### src/common/aso_pkg.sv
// Shared constants and types for the sequence and oversampling converter control block.
package aso_pkg;
  localparam int          ADDR_W          = 8;
  localparam logic [7:0]  STATUS_OFS      = 8'h00;
  localparam logic [7:0]  CONTROL_OFS     = 8'h08;
  localparam logic [7:0]  SEQ_12_15_OFS   = 8'h2c;
  localparam logic [7:0]  SEQ_6_11_OFS    = 8'h30;
  localparam logic [7:0]  SEQ_0_5_OFS     = 8'h34;
  localparam logic [7:0]  DATA_OFS        = 8'h4c;
  localparam logic [7:0]  OVS_CTRL_OFS    = 8'h80;

  localparam logic [31:0] REG_RESET       = 32'h0000_0000;
  localparam logic [31:0] SEQ_LOW_MASK    = 32'h3fff_ffff;
  localparam logic [31:0] SEQ_HIGH_MASK   = 32'h00ff_ffff;
  localparam logic [31:0] OVS_CTRL_MASK   = 32'h0000_33fd;
  localparam logic [3:0]  FULL_STROBE     = 4'hf;

  localparam int          SLOT_W          = 5;
  localparam int          NUM_SLOTS       = 16;
  localparam int          SLOTS_PER_WORD  = 6;
  localparam int          SLOTS_IN_HIGH   = 4;
  localparam int          SLOT_BITS_HIGH  = 20;
  localparam int          SLOT_BITS_LOW   = 30;
  localparam logic [4:0]  MAX_CHANNEL     = 5'h11;
  localparam int          SEQ_LEN_LSB     = 20;
  localparam int          SEQ_LEN_W       = 4;

  localparam int          OVS_EN_BIT      = 0;
  localparam int          OVS_RATIO_LSB   = 2;
  localparam int          OVS_SHIFT_LSB   = 5;
  localparam int          OVS_TRIG_BIT    = 9;
  localparam int          OVS_RES_LSB     = 12;

  localparam int          CTRL_ON_BIT     = 0;
  localparam int          CTRL_SWTRIG_BIT = 1;
  localparam int          STAT_EOC_BIT    = 0;
  localparam int          STAT_EOS_BIT    = 1;
  localparam int          STAT_BUSY_BIT   = 2;

  localparam int          SAMPLE_W        = 12;
  localparam int          ACC_W           = 20;
  localparam int          RESULT_W        = 16;
  localparam int          COUNT_W         = 9;
  localparam logic [3:0]  MAX_SHIFT       = 4'h8;

  localparam logic [1:0]  RESP_OKAY       = 2'b00;
  localparam logic [1:0]  RESP_SLVERR     = 2'b10;

  typedef enum logic [1:0] {
    SEQ_IDLE = 2'b00,
    SEQ_CONV = 2'b01,
    SEQ_WAIT = 2'b11,
    SEQ_ARM  = 2'b10
  } aso_seq_e;
endpackage

### src/aso_axil_slave.sv
// AXI4-Lite slave front end: one write and one read at a time, turned into simple strobes.
`timescale 1ns/10ps
module aso_axil_slave
  import aso_pkg::*;
(
  input  wire logic              aclk,
  input  wire logic              aresetn,
  input  wire logic [ADDR_W-1:0] s_axi_awaddr,
  input  wire logic              s_axi_awvalid,
  output      logic              s_axi_awready,
  input  wire logic [31:0]       s_axi_wdata,
  input  wire logic [3:0]        s_axi_wstrb,
  input  wire logic              s_axi_wvalid,
  output      logic              s_axi_wready,
  output      logic [1:0]        s_axi_bresp,
  output      logic              s_axi_bvalid,
  input  wire logic              s_axi_bready,
  input  wire logic [ADDR_W-1:0] s_axi_araddr,
  input  wire logic              s_axi_arvalid,
  output      logic              s_axi_arready,
  output      logic [31:0]       s_axi_rdata,
  output      logic [1:0]        s_axi_rresp,
  output      logic              s_axi_rvalid,
  input  wire logic              s_axi_rready,
  output      logic              wr_en,
  output      logic [ADDR_W-1:0] wr_addr,
  output      logic [31:0]       wr_data,
  output      logic [3:0]        wr_strb,
  input  wire logic              wr_err,
  output      logic              rd_en,
  output      logic [ADDR_W-1:0] rd_addr,
  input  wire logic [31:0]       rd_data,
  input  wire logic              rd_err
);
  logic aw_held;
  logic w_held;

  assign s_axi_awready = !aw_held;
  assign s_axi_wready  = !w_held;
  // The store waits for a pending response so that responses never overlap.
  assign wr_en         = aw_held && w_held && !s_axi_bvalid;
  assign s_axi_arready = !s_axi_rvalid;
  assign rd_en         = s_axi_arvalid && s_axi_arready;
  assign rd_addr       = s_axi_araddr;

  always_ff @(posedge aclk) begin
    if (!aresetn) begin
      aw_held      <= 1'b0;
      w_held       <= 1'b0;
      wr_addr      <= '0;
      wr_data      <= '0;
      wr_strb      <= '0;
      s_axi_bvalid <= 1'b0;
      s_axi_bresp  <= RESP_OKAY;
    end else begin
      if (s_axi_awvalid && s_axi_awready) begin
        aw_held <= 1'b1;
        wr_addr <= s_axi_awaddr;
      end
      if (s_axi_wvalid && s_axi_wready) begin
        w_held  <= 1'b1;
        wr_data <= s_axi_wdata;
        wr_strb <= s_axi_wstrb;
      end
      if (wr_en) begin
        aw_held      <= 1'b0;
        w_held       <= 1'b0;
        s_axi_bvalid <= 1'b1;
        s_axi_bresp  <= wr_err ? RESP_SLVERR : RESP_OKAY;
      end else if (s_axi_bvalid && s_axi_bready) begin
        s_axi_bvalid <= 1'b0;
      end
    end
  end

  always_ff @(posedge aclk) begin
    if (!aresetn) begin
      s_axi_rvalid <= 1'b0;
      s_axi_rdata  <= '0;
      s_axi_rresp  <= RESP_OKAY;
    end else if (rd_en) begin
      s_axi_rvalid <= 1'b1;
      s_axi_rdata  <= rd_data;
      s_axi_rresp  <= rd_err ? RESP_SLVERR : RESP_OKAY;
    end else if (s_axi_rvalid && s_axi_rready) begin
      s_axi_rvalid <= 1'b0;
    end
  end
endmodule

### src/aso_oversampler.sv
// Resolution reduction, accumulation and right shift of raw conversion samples.
`timescale 1ns/10ps
module aso_oversampler
  import aso_pkg::*;
(
  input  wire logic                aclk,
  input  wire logic                aresetn,
  input  wire logic                clear,
  input  wire logic                sample_valid,
  input  wire logic [SAMPLE_W-1:0] sample,
  input  wire logic [1:0]          resolution,
  input  wire logic                enable,
  input  wire logic [2:0]          ratio,
  input  wire logic [3:0]          shift,
  output      logic                last_sample,
  output      logic                result_valid,
  output      logic [RESULT_W-1:0] result
);
  logic [ACC_W-1:0]    acc;
  logic [COUNT_W-1:0]  count;
  logic [COUNT_W-1:0]  ratio_last;
  logic [SAMPLE_W-1:0] trimmed;
  logic [ACC_W-1:0]    sum;
  logic [3:0]          shift_eff;
  logic [ACC_W-1:0]    shifted;

  // Each resolution step drops two low bits of the raw sample.
  assign trimmed     = sample >> {resolution, 1'b0};
  // Ratio code n gives 2 << n samples per result.
  assign ratio_last  = COUNT_W'((2 << ratio) - 1);
  assign sum         = acc + {{(ACC_W-SAMPLE_W){1'b0}}, trimmed};
  // Reserved shift codes behave as the largest legal shift.
  assign shift_eff   = (shift > MAX_SHIFT) ? MAX_SHIFT : shift;
  assign shifted     = sum >> shift_eff;
  assign last_sample = !enable || (count == ratio_last);

  always_ff @(posedge aclk) begin
    if (!aresetn) begin
      acc          <= '0;
      count        <= '0;
      result       <= '0;
      result_valid <= 1'b0;
    end else begin
      result_valid <= 1'b0;
      if (clear) begin
        acc   <= '0;
        count <= '0;
      end else if (sample_valid) begin
        if (!enable) begin
          result       <= RESULT_W'(trimmed);
          result_valid <= 1'b1;
        end else if (last_sample) begin
          result       <= shifted[RESULT_W-1:0];
          result_valid <= 1'b1;
          acc          <= '0;
          count        <= '0;
        end else begin
          acc   <= sum;
          count <= count + 1'b1;
        end
      end
    end
  end
endmodule

### src/aso_top.sv
// Routine sequence, result data and oversampling control of one converter instance.
//
// Notes on behaviour
// - Each 5-bit sequence slot holds a channel 0 to 17 and slot n picks the channel of the nth result.
// - The slots 0-5 word and the slots 6-11 word pack six 5-bit slots from bit 0 with the top two bits reserved.
// - A sequence runs the 4-bit length field plus one slots, one result each, taking channels from slot 0 upward.
// - The low 16 data bits show the latest routine result and writes to them change nothing.
// - In the first instance in synchronized dual mode the high 16 data bits carry the partner result, else zero.
// - The 2-bit resolution code selects 12, 10, 8 or 6 result bits for codes 00 to 11.
// - With triggered oversampling clear, all conversions of an oversampled channel follow one trigger.
// - With triggered oversampling set, every conversion of an oversampled channel waits for its own trigger.
// - The 4-bit shift code right-shifts the accumulated sum by 0 to 8 bits and codes above 8 are reserved.
// - The 3-bit ratio code selects 2 to 256 samples per result, doubling with each code.
// - Bit 0 of the oversample control word enables the oversampler, and clearing it bypasses it.
`timescale 1ns/10ps
module aso_top
  import aso_pkg::*;
#(
  parameter bit FIRST_CONVERTER = 1'b1
) (
  input  wire logic                aclk,
  input  wire logic                aresetn,
  input  wire logic [ADDR_W-1:0]   s_axi_awaddr,
  input  wire logic                s_axi_awvalid,
  output      logic                s_axi_awready,
  input  wire logic [31:0]         s_axi_wdata,
  input  wire logic [3:0]          s_axi_wstrb,
  input  wire logic                s_axi_wvalid,
  output      logic                s_axi_wready,
  output      logic [1:0]          s_axi_bresp,
  output      logic                s_axi_bvalid,
  input  wire logic                s_axi_bready,
  input  wire logic [ADDR_W-1:0]   s_axi_araddr,
  input  wire logic                s_axi_arvalid,
  output      logic                s_axi_arready,
  output      logic [31:0]         s_axi_rdata,
  output      logic [1:0]          s_axi_rresp,
  output      logic                s_axi_rvalid,
  input  wire logic                s_axi_rready,
  input  wire logic                routine_trigger,
  output      logic                conv_start,
  input  wire logic                conv_ready,
  output      logic [SLOT_W-1:0]   conv_channel,
  input  wire logic                conv_done,
  input  wire logic [SAMPLE_W-1:0] conv_sample,
  input  wire logic                dual_sync_mode,
  input  wire logic [RESULT_W-1:0] partner_converter_result,
  output      logic [RESULT_W-1:0] routine_result,
  output      logic                converter_on
);
  logic              wr_en;
  logic [ADDR_W-1:0] wr_addr;
  logic [31:0]       wr_data;
  logic [3:0]        wr_strb;
  logic              wr_err;
  logic              rd_en;
  logic [ADDR_W-1:0] rd_addr;
  logic [31:0]       rd_data;
  logic              rd_err;

  aso_axil_slave u_bus (
    .aclk          (aclk),
    .aresetn       (aresetn),
    .s_axi_awaddr  (s_axi_awaddr),
    .s_axi_awvalid (s_axi_awvalid),
    .s_axi_awready (s_axi_awready),
    .s_axi_wdata   (s_axi_wdata),
    .s_axi_wstrb   (s_axi_wstrb),
    .s_axi_wvalid  (s_axi_wvalid),
    .s_axi_wready  (s_axi_wready),
    .s_axi_bresp   (s_axi_bresp),
    .s_axi_bvalid  (s_axi_bvalid),
    .s_axi_bready  (s_axi_bready),
    .s_axi_araddr  (s_axi_araddr),
    .s_axi_arvalid (s_axi_arvalid),
    .s_axi_arready (s_axi_arready),
    .s_axi_rdata   (s_axi_rdata),
    .s_axi_rresp   (s_axi_rresp),
    .s_axi_rvalid  (s_axi_rvalid),
    .s_axi_rready  (s_axi_rready),
    .wr_en         (wr_en),
    .wr_addr       (wr_addr),
    .wr_data       (wr_data),
    .wr_strb       (wr_strb),
    .wr_err        (wr_err),
    .rd_en         (rd_en),
    .rd_addr       (rd_addr),
    .rd_data       (rd_data),
    .rd_err        (rd_err)
  );

  // Software registers.
  logic [31:0] seq_slots_12_15;
  logic [31:0] routine_seq_slots_6_11;
  logic [31:0] routine_seq_slots_0_5;
  logic [31:0] oversample_control;
  logic [RESULT_W-1:0] data_high;
  logic        flag_eoc;
  logic        flag_eos;
  logic        sw_trigger;

  // A slot write carrying a channel above the last one keeps that slot's old channel.
  function automatic logic [31:0] keep_legal(input logic [31:0] old_v, input logic [31:0] new_v,
                                             input int fields);
    logic [31:0] res;
    res = new_v;
    for (int i = 0; i < SLOTS_PER_WORD; i++) begin
      if (i < fields && new_v[i*SLOT_W +: SLOT_W] > MAX_CHANNEL) begin
        res[i*SLOT_W +: SLOT_W] = old_v[i*SLOT_W +: SLOT_W];
      end
    end
    return res;
  endfunction

  wire hit_status  = (wr_addr == STATUS_OFS);
  wire hit_control = (wr_addr == CONTROL_OFS);
  wire hit_seq_hi  = (wr_addr == SEQ_12_15_OFS);
  wire hit_seq_mid = (wr_addr == SEQ_6_11_OFS);
  wire hit_seq_lo  = (wr_addr == SEQ_0_5_OFS);
  wire hit_data    = (wr_addr == DATA_OFS);
  wire hit_ovs     = (wr_addr == OVS_CTRL_OFS);
  wire wr_mapped   = hit_status | hit_control | hit_seq_hi | hit_seq_mid | hit_seq_lo | hit_data | hit_ovs;
  wire wr_full     = (wr_strb == FULL_STROBE);
  // Partial-word writes are refused and store nothing.
  assign wr_err    = !wr_mapped || !wr_full;
  wire wr_ok       = wr_en && !wr_err;

  wire [31:0] seq_hi_next  = keep_legal(seq_slots_12_15, wr_data, SLOTS_IN_HIGH) & SEQ_HIGH_MASK;
  wire [31:0] seq_mid_next = keep_legal(routine_seq_slots_6_11, wr_data, SLOTS_PER_WORD) & SEQ_LOW_MASK;
  wire [31:0] seq_lo_next  = keep_legal(routine_seq_slots_0_5, wr_data, SLOTS_PER_WORD) & SEQ_LOW_MASK;

  always_ff @(posedge aclk) begin
    if (!aresetn) begin
      seq_slots_12_15        <= REG_RESET;
      routine_seq_slots_6_11 <= REG_RESET;
      routine_seq_slots_0_5  <= REG_RESET;
      oversample_control     <= REG_RESET;
      converter_on           <= 1'b0;
      sw_trigger             <= 1'b0;
    end else begin
      sw_trigger <= wr_ok && hit_control && wr_data[CTRL_SWTRIG_BIT];
      if (wr_ok && hit_seq_hi) begin
        seq_slots_12_15 <= seq_hi_next;
      end
      if (wr_ok && hit_seq_mid) begin
        routine_seq_slots_6_11 <= seq_mid_next;
      end
      if (wr_ok && hit_seq_lo) begin
        routine_seq_slots_0_5 <= seq_lo_next;
      end
      if (wr_ok && hit_ovs) begin
        oversample_control <= wr_data & OVS_CTRL_MASK;
      end
      if (wr_ok && hit_control) begin
        converter_on <= wr_data[CTRL_ON_BIT];
      end
    end
  end

  // Oversampler configuration, trusted to change only while the converter is off.
  wire       oversampler_enable     = oversample_control[OVS_EN_BIT];
  wire [2:0] oversample_ratio       = oversample_control[OVS_RATIO_LSB +: 3];
  wire [3:0] oversample_shift       = oversample_control[OVS_SHIFT_LSB +: 4];
  wire       triggered_oversampling = oversample_control[OVS_TRIG_BIT];
  wire [1:0] result_resolution      = oversample_control[OVS_RES_LSB +: 2];
  wire [SEQ_LEN_W-1:0] seq_length_field = seq_slots_12_15[SEQ_LEN_LSB +: SEQ_LEN_W];

  // Slot n of the sequence, slot 0 at bit 0 of the slots 0-5 word.
  wire [NUM_SLOTS*SLOT_W-1:0] slot_bits = {seq_slots_12_15[SLOT_BITS_HIGH-1:0],
                                           routine_seq_slots_6_11[SLOT_BITS_LOW-1:0],
                                           routine_seq_slots_0_5[SLOT_BITS_LOW-1:0]};
  logic [SLOT_W-1:0] seq_slot_channel [NUM_SLOTS];
  genvar g;
  for (g = 0; g < NUM_SLOTS; g++) begin : g_slot
    assign seq_slot_channel[g] = slot_bits[g*SLOT_W +: SLOT_W];
  end

  // Sequencer.
  aso_seq_e            state;
  aso_seq_e            next_state;
  logic [SEQ_LEN_W-1:0] slot;
  logic [SEQ_LEN_W-1:0] next_slot;
  logic                 ovs_last;
  logic                 ovs_valid;
  logic [RESULT_W-1:0]  ovs_result;

  wire trigger      = routine_trigger | sw_trigger;
  wire sample_taken = (state == SEQ_WAIT) && conv_done;
  // sequence ends after length plus one
  wire seq_finished = sample_taken && ovs_last && (slot == seq_length_field);
  wire wait_trigger = triggered_oversampling && oversampler_enable;

  assign conv_start = (state == SEQ_CONV);

  always_comb begin
    next_state = state;
    next_slot  = slot;
    case (state)
      SEQ_IDLE: begin
        next_slot = '0;
        if (converter_on && trigger) begin
          next_state = SEQ_CONV;
        end
      end
      SEQ_CONV: begin
        if (!converter_on) begin
          next_state = SEQ_IDLE;
        end else if (conv_ready) begin
          next_state = SEQ_WAIT;
        end
      end
      SEQ_WAIT: begin
        if (!converter_on || seq_finished) begin
          next_state = SEQ_IDLE;
          next_slot  = '0;
        end else if (conv_done) begin
          if (ovs_last) begin
            next_slot = slot + 1'b1;
          end
          next_state = wait_trigger ? SEQ_ARM : SEQ_CONV;
        end
      end
      SEQ_ARM: begin
        if (!converter_on) begin
          next_state = SEQ_IDLE;
        end else if (trigger) begin
          next_state = SEQ_CONV;
        end
      end
      default: begin
        next_state = SEQ_IDLE;
        next_slot  = '0;
      end
    endcase
  end

  always_ff @(posedge aclk) begin
    if (!aresetn) begin
      state        <= SEQ_IDLE;
      slot         <= '0;
      conv_channel <= '0;
    end else begin
      state        <= next_state;
      slot         <= next_slot;
      conv_channel <= seq_slot_channel[next_slot];
    end
  end

  aso_oversampler u_ovs (
    .aclk         (aclk),
    .aresetn      (aresetn),
    .clear        (!converter_on),
    .sample_valid (sample_taken),
    .sample       (conv_sample),
    .resolution   (result_resolution),
    .enable       (oversampler_enable),
    .ratio        (oversample_ratio),
    .shift        (oversample_shift),
    .last_sample  (ovs_last),
    .result_valid (ovs_valid),
    .result       (ovs_result)
  );

  // Result data and sticky status; a new event beats a clear in the same cycle.
  wire partner_on = FIRST_CONVERTER && dual_sync_mode;

  always_ff @(posedge aclk) begin
    if (!aresetn) begin
      routine_result <= '0;
      data_high      <= '0;
      flag_eoc       <= 1'b0;
      flag_eos       <= 1'b0;
    end else begin
      if (ovs_valid) begin
        routine_result <= ovs_result;
        data_high      <= partner_on ? partner_converter_result : '0;
      end
      if (ovs_valid) begin
        flag_eoc <= 1'b1;
      end else if (wr_ok && hit_status && wr_data[STAT_EOC_BIT]) begin
        flag_eoc <= 1'b0;
      end
      if (seq_finished) begin
        flag_eos <= 1'b1;
      end else if (wr_ok && hit_status && wr_data[STAT_EOS_BIT]) begin
        flag_eos <= 1'b0;
      end
    end
  end

  // Read decode.
  wire [31:0] status_word  = {29'h0, (state != SEQ_IDLE), flag_eos, flag_eoc};
  wire [31:0] control_word = {31'h0, converter_on};
  wire        rd_mapped    = (rd_addr == STATUS_OFS) || (rd_addr == CONTROL_OFS) || (rd_addr == SEQ_12_15_OFS) ||
                             (rd_addr == SEQ_6_11_OFS) || (rd_addr == SEQ_0_5_OFS) || (rd_addr == DATA_OFS) ||
                             (rd_addr == OVS_CTRL_OFS);
  assign rd_err  = !rd_mapped;
  assign rd_data = (rd_addr == STATUS_OFS)    ? status_word :
                   (rd_addr == CONTROL_OFS)   ? control_word :
                   (rd_addr == SEQ_12_15_OFS) ? seq_slots_12_15 :
                   (rd_addr == SEQ_6_11_OFS)  ? routine_seq_slots_6_11 :
                   (rd_addr == SEQ_0_5_OFS)   ? routine_seq_slots_0_5 :
                   (rd_addr == DATA_OFS)      ? {data_high, routine_result} :
                   (rd_addr == OVS_CTRL_OFS)  ? oversample_control : 32'h0000_0000;
endmodule

### config.mk
export PLATFORM = sky130hd
export DESIGN_NAME = aso_top
export DESIGN_NICKNAME = d
export VERILOG_FILES = /design/src/common/aso_pkg.sv /design/src/aso_axil_slave.sv /design/src/aso_oversampler.sv /design/src/aso_top.sv
export SDC_FILE = /design/constraint.sdc
export NUM_CORES = 1
export LEC_CHECK = 0
export BUFFER_PORTS_ARGS = -buffer_cell sky130_fd_sc_hd__buf_4
export CAP_MARGIN = 0
export CORE_MARGIN = 2
export CORE_UTILIZATION = 40
export CTS_BUF_LIST = sky130_fd_sc_hd__clkbuf_16
export CTS_CLUSTER_SIZE = 16
export DETAILED_ROUTE_END_ITERATION = 8
export SYNTH_ARGS = -nofsm -noshare
export SYNTH_HDL_FRONTEND = slang
export SYNTH_HIERARCHICAL = 1
export SYNTH_SLANG_ARGS = --single-unit
### constraint.sdc
create_clock -name aclk -period 7.45 [get_ports aclk]
set_input_delay 0 -clock aclk [delete_from_list [all_inputs] [get_ports aclk]]
set_output_delay 0 -clock aclk [all_outputs]
set_load 0.03 [all_outputs]
==> flow_metrics.tcl, run 1 <==
set metrics [dict create \
    antenna_found_initial 0 \
    hold_viol 0 \
    worst-r2r-setup-slack_ns 2.17 \
    cts_root_buffer "clkbuf_16" \
    hold_ws_ns 0.03741 \
    antenna_cells 0 \
    seq_area_um2 5365 \
    yosysWarnings 6 \
    io_buffers 150 \
    grt_max_degree 77 \
    dieArea_um2 39070 \
    multi_input_area_um2 8801 \
    initial_core_util_pct 40.78 \
    cts_tree "built" \
    vias 13920 \
    stdcell_area_um2 17750 \
    p_sw_uw 790.0 \
    cp-end-kind "register" \
    synthCells 1805 \
    path_class "register to register" \
    setup_tns_ns 0 \
    avgSynthCellArea_um2 8.311 \
    drt_wl_total_mm 50.90 \
    crit_path_top_delay_cell "mux2i_1" \
    p_per_area_nw_per_um2 180.9 \
    fp.dieW_um 197.7 \
    cts_buffer_depth 3 \
    worstPathMaxFanout 16 \
    min-delay-start "conv_ready" \
    dp_hpwl_mm 36.49 \
    maxCapViolations 0 \
    postCtsHoldBufs 67 \
    syn_to_final_growth_pct 18.32 \
    core_um2 36790 \
    p_int_uw 2421 \
    worst-slew-pin-transition_ns 1.042 \
    dpl_cell_area_um2 16110 \
    drc 0 \
    crit_buf_inv 0 \
    startpoint_type "register" \
    clock_latency_ns 0.57 \
    gp_routability_congestion 0.9522 \
    cp.required_ns 7.91 \
    clock_power_share_pct 45.6 \
    pwr-share-comb_pct 8.4 \
    ctsHtreeMaxLevel 1 \
    whs_path_depth 5 \
    fin_crit_ns 5.276 \
    max_freq_mhz 189.6 \
    antenna_left 0 \
    reg2regPathDepth 13 \
    syn_area_um2 15000 \
    numClockSinks 268 \
    worstReg2RegEnd "conv_channel[0]" \
    die_h_um 197.7 \
    crit_chain "or3_1 > ha_1 > xnor2_1 > mux2_4 > a211o_1 > or3_1 > nand2_1 > and3b_1 > mux2i_1 > a22oi_1 > a31oi_1 > a21oi_1 > o32ai_1" \
    ios 155 \
    skew_ns 0.01780 \
    post_cts_resized 0 \
    max-vdd-ir-drop_mv 0.1764 \
    outcome "complete, no violations" \
    path_clk_slew_ns 0.06 \
    rows 70 \
    grt_use_total_pct 25.59 \
    cpPeakStageDelay_ns 0.88 \
    hp-class "input pin to register" \
    finalCritPeriodShare_pct 70.81 \
    grt_first_pass_wirelength_mm 78.26 \
    postCtsSetupBuffers 0 \
    wl_per_cell_um 21.00 \
    seqPwrFrac_pct 46.0 \
    n_fill_cell 3545 \
    cts_buffers 31 \
    reg2reg_from "oversample_control[4]" \
    globalRoute.totalOverflow 0 \
    power.share.switching_pct 24.60 \
    slew_headroom_pct 30.28 \
    final_layout_size_suffix_gt1_share_pct 16.87 \
    hold_path_end "state[1]" \
    place_worst_setup_slack_ns 2.311 \
    setup_violations 0 \
    finalWorstSetupSlack_ns 2.174 \
    grt_pass1_vias 13450 \
    crit_arrival_ns 5.74 \
    crit_family "simple AND/OR/NAND/NOR gates" \
    routed_via_density 5.743 \
    first_pass_iters 6 \
    slew_violations 0 \
    critPathLaunch "oversample_control[4]" \
    crit_top_cell "or3_1" \
    rsz0062_at_grt "false" \
    leakagePower_uw 0.006569 \
    nNetsFinal 2045 \
    drt-initial-drc-count 1093 \
]
## routing by layer
metal | share of wire, % | vias to the layer above | global-route usage (%)
li1 | - | 6641 | -
met2 | 48 | 465 | 45.02
met3 | 5.3 | 93 | 2.817
met5 | 0 | - | 0
met1 | 43 | 6722 | 32.64
met4 | 3.4 | 0 | 8.299
## tightest hold or removal path, delay by kind of cell
family / cells / cell delay [ns]
AO/OA/AOI/OAI: 3 / 0.38
buffers and inverters: 1 / 0.09
AND/OR/NAND/NOR: 1 / 0.08
## worst max-delay path by stage
stage | slack, ns | end | cells past startpoint
after floorplan | 3.25 | conv_channel[0] | 18
after global placement | 2.41 | conv_channel[0] | 13
after detailed placement | 2.31 | conv_channel[0] | 13
after CTS | 2.31 | conv_channel[0] | 13
after global routing | 1.92 | conv_channel[4] | 13
final | 2.17 | conv_channel[0] | 13
## cell type report
cell class | instances | share of cell area, %
Tap cell | 468 | 3.299
Clock buffer | 31 | 4.370
Timing Repair Buffer | 235 | 10.88
Multi-Input combinational cell | 1371 | 49.58
Sequential cell | 268 | 30.22
Clock inverter | 25 | 1.057
Inverter | 26 | 0.5850
## state kept, by name (all words and copies together), names as in the netlist, 11 cells and up
signal	cells
seq_slots_12_15	24
routine_seq_slots_0_5	30
u_bus/wr_data	30
u_ovs/result	16
oversample_control	11
routine_seq_slots_6_11	30
u_bus/s_axi_rdata	32
u_ovs/acc	20
data_high	16
routine_result	16
## power by group through the flow
stage | clock [µW] | sequential, µW | combinational, µW
final | 1460 | 1480 | 269
after CTS | 1500 | 1480 | 266
after global routing | 1550 | 1480 | 290
after global placement | 0 | 1510 | 235
after detailed placement | 0 | 1510 | 237
after floorplan | 0 | 1500 | 165
## per-stage QoR
stage	power (µW)	cells	util [%]
floorplan	1664	1806	-
global placement	1744	2300	43.79
detailed placement	1747	2300	43.79
CTS	3240	2423	48.23
global route	3321	2424	48.26
finish	3211	2424	48.26
## cells in the final DEF, fill, tap and decap left out, types with 10 or more instances in the layout
cell / n
o22ai_1: 14
o21ai_1: 10
a21boi_2: 57
nor2_1: 160
inv_1: 30
nand3_1: 37
nor3_1: 34
o32ai_1: 10
a211oi_1: 21
clkbuf_16: 31
dfxtp_1: 268
xnor2_1: 23
o21ai_0: 74
buf_4: 168
nand2b_1: 21
and2_1: 12
nand2_1: 290
and3_1: 10
a22oi_1: 42
dlygate4sd3_1: 67
a211o_1: 12
a21oi_1: 133
xor2_1: 16
ha_1: 20
nor2b_1: 42
a31oi_1: 23
mux2i_1: 122
Note: power is estimated with default switching activity, not from simulation.
==> run 2, diff against run 1 <==
==> constraint.sdc (replaced) <==
create_clock -name aclk -period 4.5 [get_ports aclk]
set_input_delay 0 -clock aclk [delete_from_list [all_inputs] [get_ports aclk]]
set_output_delay 0 -clock aclk [all_outputs]
set_load 0.03 [all_outputs]
==> run 2 against run 1 <==
Register-to-register slack got worse by 1.9 ns. Largest cell class unchanged. Non-clock buffer count up 21. Routed wire length decreased by 0.42%.
==> flow_metrics.tcl, run 2 (synthesis results as in run 1) <==
set metrics [dict create \
    outcome "complete, no violations" \
    fp.dieW_um 197.7 \
    worst-slew-pin-transition_ns 1.187 \
    gp_routability_congestion 0.9499 \
    path_clk_slew_ns 0.06 \
    ctsHtreeMaxLevel 1 \
    setup_violations 0 \
    slew_headroom_pct 20.49 \
    drt-initial-drc-count 1207 \
    ios 155 \
    die_h_um 197.7 \
    drc 0 \
    finalWorstSetupSlack_ns 0.3131 \
    postCtsSetupBuffers 0 \
    final_common_cell "nand2_1" \
    hold_viol 0 \
    numClockSinks 268 \
    syn_to_final_growth_pct 19.28 \
    antenna_left 0 \
    dieArea_um2 39070 \
    antenna_cells 0 \
    finalCritPeriodShare_pct 93.04 \
    grt_first_pass_wirelength_mm 77.85 \
    crit_arrival_ns 4.67 \
    leakagePower_uw 0.006648 \
    final_util_pct 48.65 \
    final_layout_size_suffix_gt1_share_pct 17.65 \
    maxCapViolations 0 \
    cp-end-kind "register" \
    place_worst_setup_slack_ns 0.2416 \
    p_per_area_nw_per_um2 292.2 \
    rsz0062_at_grt "false" \
    first_pass_iters 6 \
    cts_root_buffer "clkbuf_16" \
    dp_hpwl_mm 36.89 \
    initial_core_util_pct 40.78 \
    n_fill_cell 3576 \
    cts_tree "built" \
    vias 13850 \
    largest_reg_flops 32 \
    globalRoute.totalOverflow 0 \
    cp.required_ns 4.99 \
    largest_register "u_bus/s_axi_rdata" \
    fin_crit_ns 4.187 \
    nNetsFinal 2066 \
    setup_tns_ns 0 \
    worst-r2r-setup-slack_ns 0.31 \
    wl_per_cell_um 20.73 \
    layout_common_cells "290 x nand2_1, 268 x dfxtp_1, 184 x buf_4" \
    hold_ws_ns 0.05846 \
    rows 70 \
    max_freq_mhz 238.8 \
    io_buffers 150 \
    worstPathMaxFanout 10 \
    cts_buffer_depth 3 \
    max-vdd-ir-drop_mv 0.2922 \
    grt_pass1_vias 13340 \
    cts_buffers 31 \
    slew_violations 0 \
    skew_ns 0.008587 \
    startpoint_type "register" \
    routed_via_density 5.663 \
    path_class "register to register" \
    grt_max_degree 73 \
    drt_wl_total_mm 50.69 \
    hp-class "input pin to register" \
    clock_latency_ns 0.58 \
    grt_use_total_pct 25.51 \
    antenna_found_initial 0 \
    core_um2 36790 \
]
[run 2: changes by cell type in the layout (fill, tap and decap cells not counted), sizes merged]
| cell | previous run | this run |
|---|---|---|
| clkinvlp | 0 | 1 |
| bufinv | 3 | 1 |
| buf | 168 | 184 |
| clkinv | 17 | 18 |
| dlygate4sd3 | 67 | 72 |
[run 2: worst paths after layout]
| kind | to | from | cells past startpoint |
|---|---|---|---|
| min | u_ovs/result[11] | conv_sample[11] | 4 |
| min reg2reg | u_ovs/result[1] | u_ovs/result[1] | 2 |
| max reg2reg | u_ovs/result[11] | oversample_control[13] | 13 |
| max | u_ovs/result[11] | oversample_control[13] | 13 |
[run 2: per-stage QoR]
stage          instance area [µm²]  instances  power (µW)
6_report                     17890       2445        5228
2_1_floorplan                15010       1806        2755
3_3_place_gp                 16240       2317        2889
5_1_grt                      17890       2445        5398
3_5_place_dp                 16240       2317        2893
4_1_cts                      17870       2445        5274
[run 2: layout make-up]
| class | instances | area (µm²) | share of cell area, % |
|---|---|---|---|
| Multi-Input combinational cell | 1371 | 8822 | 49.30 |
| Sequential cell | 268 | 5365 | 29.98 |
| Timing Repair Buffer | 256 | 2102 | 11.75 |
| Clock buffer | 31 | 775.7 | 4.335 |
| Tap cell | 468 | 585.6 | 3.272 |
| Clock inverter | 25 | 140.1 | 0.7831 |
| Inverter | 26 | 103.9 | 0.5803 |
[run 2: routing by layer]
| layer | vias to the layer above | global-route usage (%) | part of all wire (%) |
|---|---|---|---|
| met5 | - | 0 | 0 |
| met4 | 0 | 9.190 | 3.5 |
| met3 | 103 | 3.261 | 5.0 |
| met2 | 437 | 43.86 | 48 |
| met1 | 6605 | 32.74 | 43 |
| li1 | 6701 | - | - |
[run 2: power by group]
| group | leakage (µW) | switching (µW) | internal (µW) |
|---|---|---|---|
| sequential | 0.00217 | 48.6 | 2400 |
| combinational | 0.00400 | 242 | 208 |
| clock | 0.000483 | 1030 | 1300 |
| total | 0.00665 | 1320 | 3900 |
[run 2: worst max-delay path: stages (launching register included)]
cell	delay [ns]
dfxtp_1	0.64
mux2_2	0.41
nand2_1	0.06
o21ai_0	0.23
ha_1	0.39
a211oi_1	0.56
nor4b_4	0.15
o31ai_1	0.26
buf_4	0.17
a21boi_1	0.11
xnor2_2	0.23
mux4_2	0.48
and3_1	0.19
o32ai_1	0.20
[run 2: timing repair]
item | CTS | global route
endpoints found under the setup margin | 0 | 6
hold buffers | 72 | 0
endpoints found under the hold margin | 92 | 0
gates resized for setup | 0 | 4
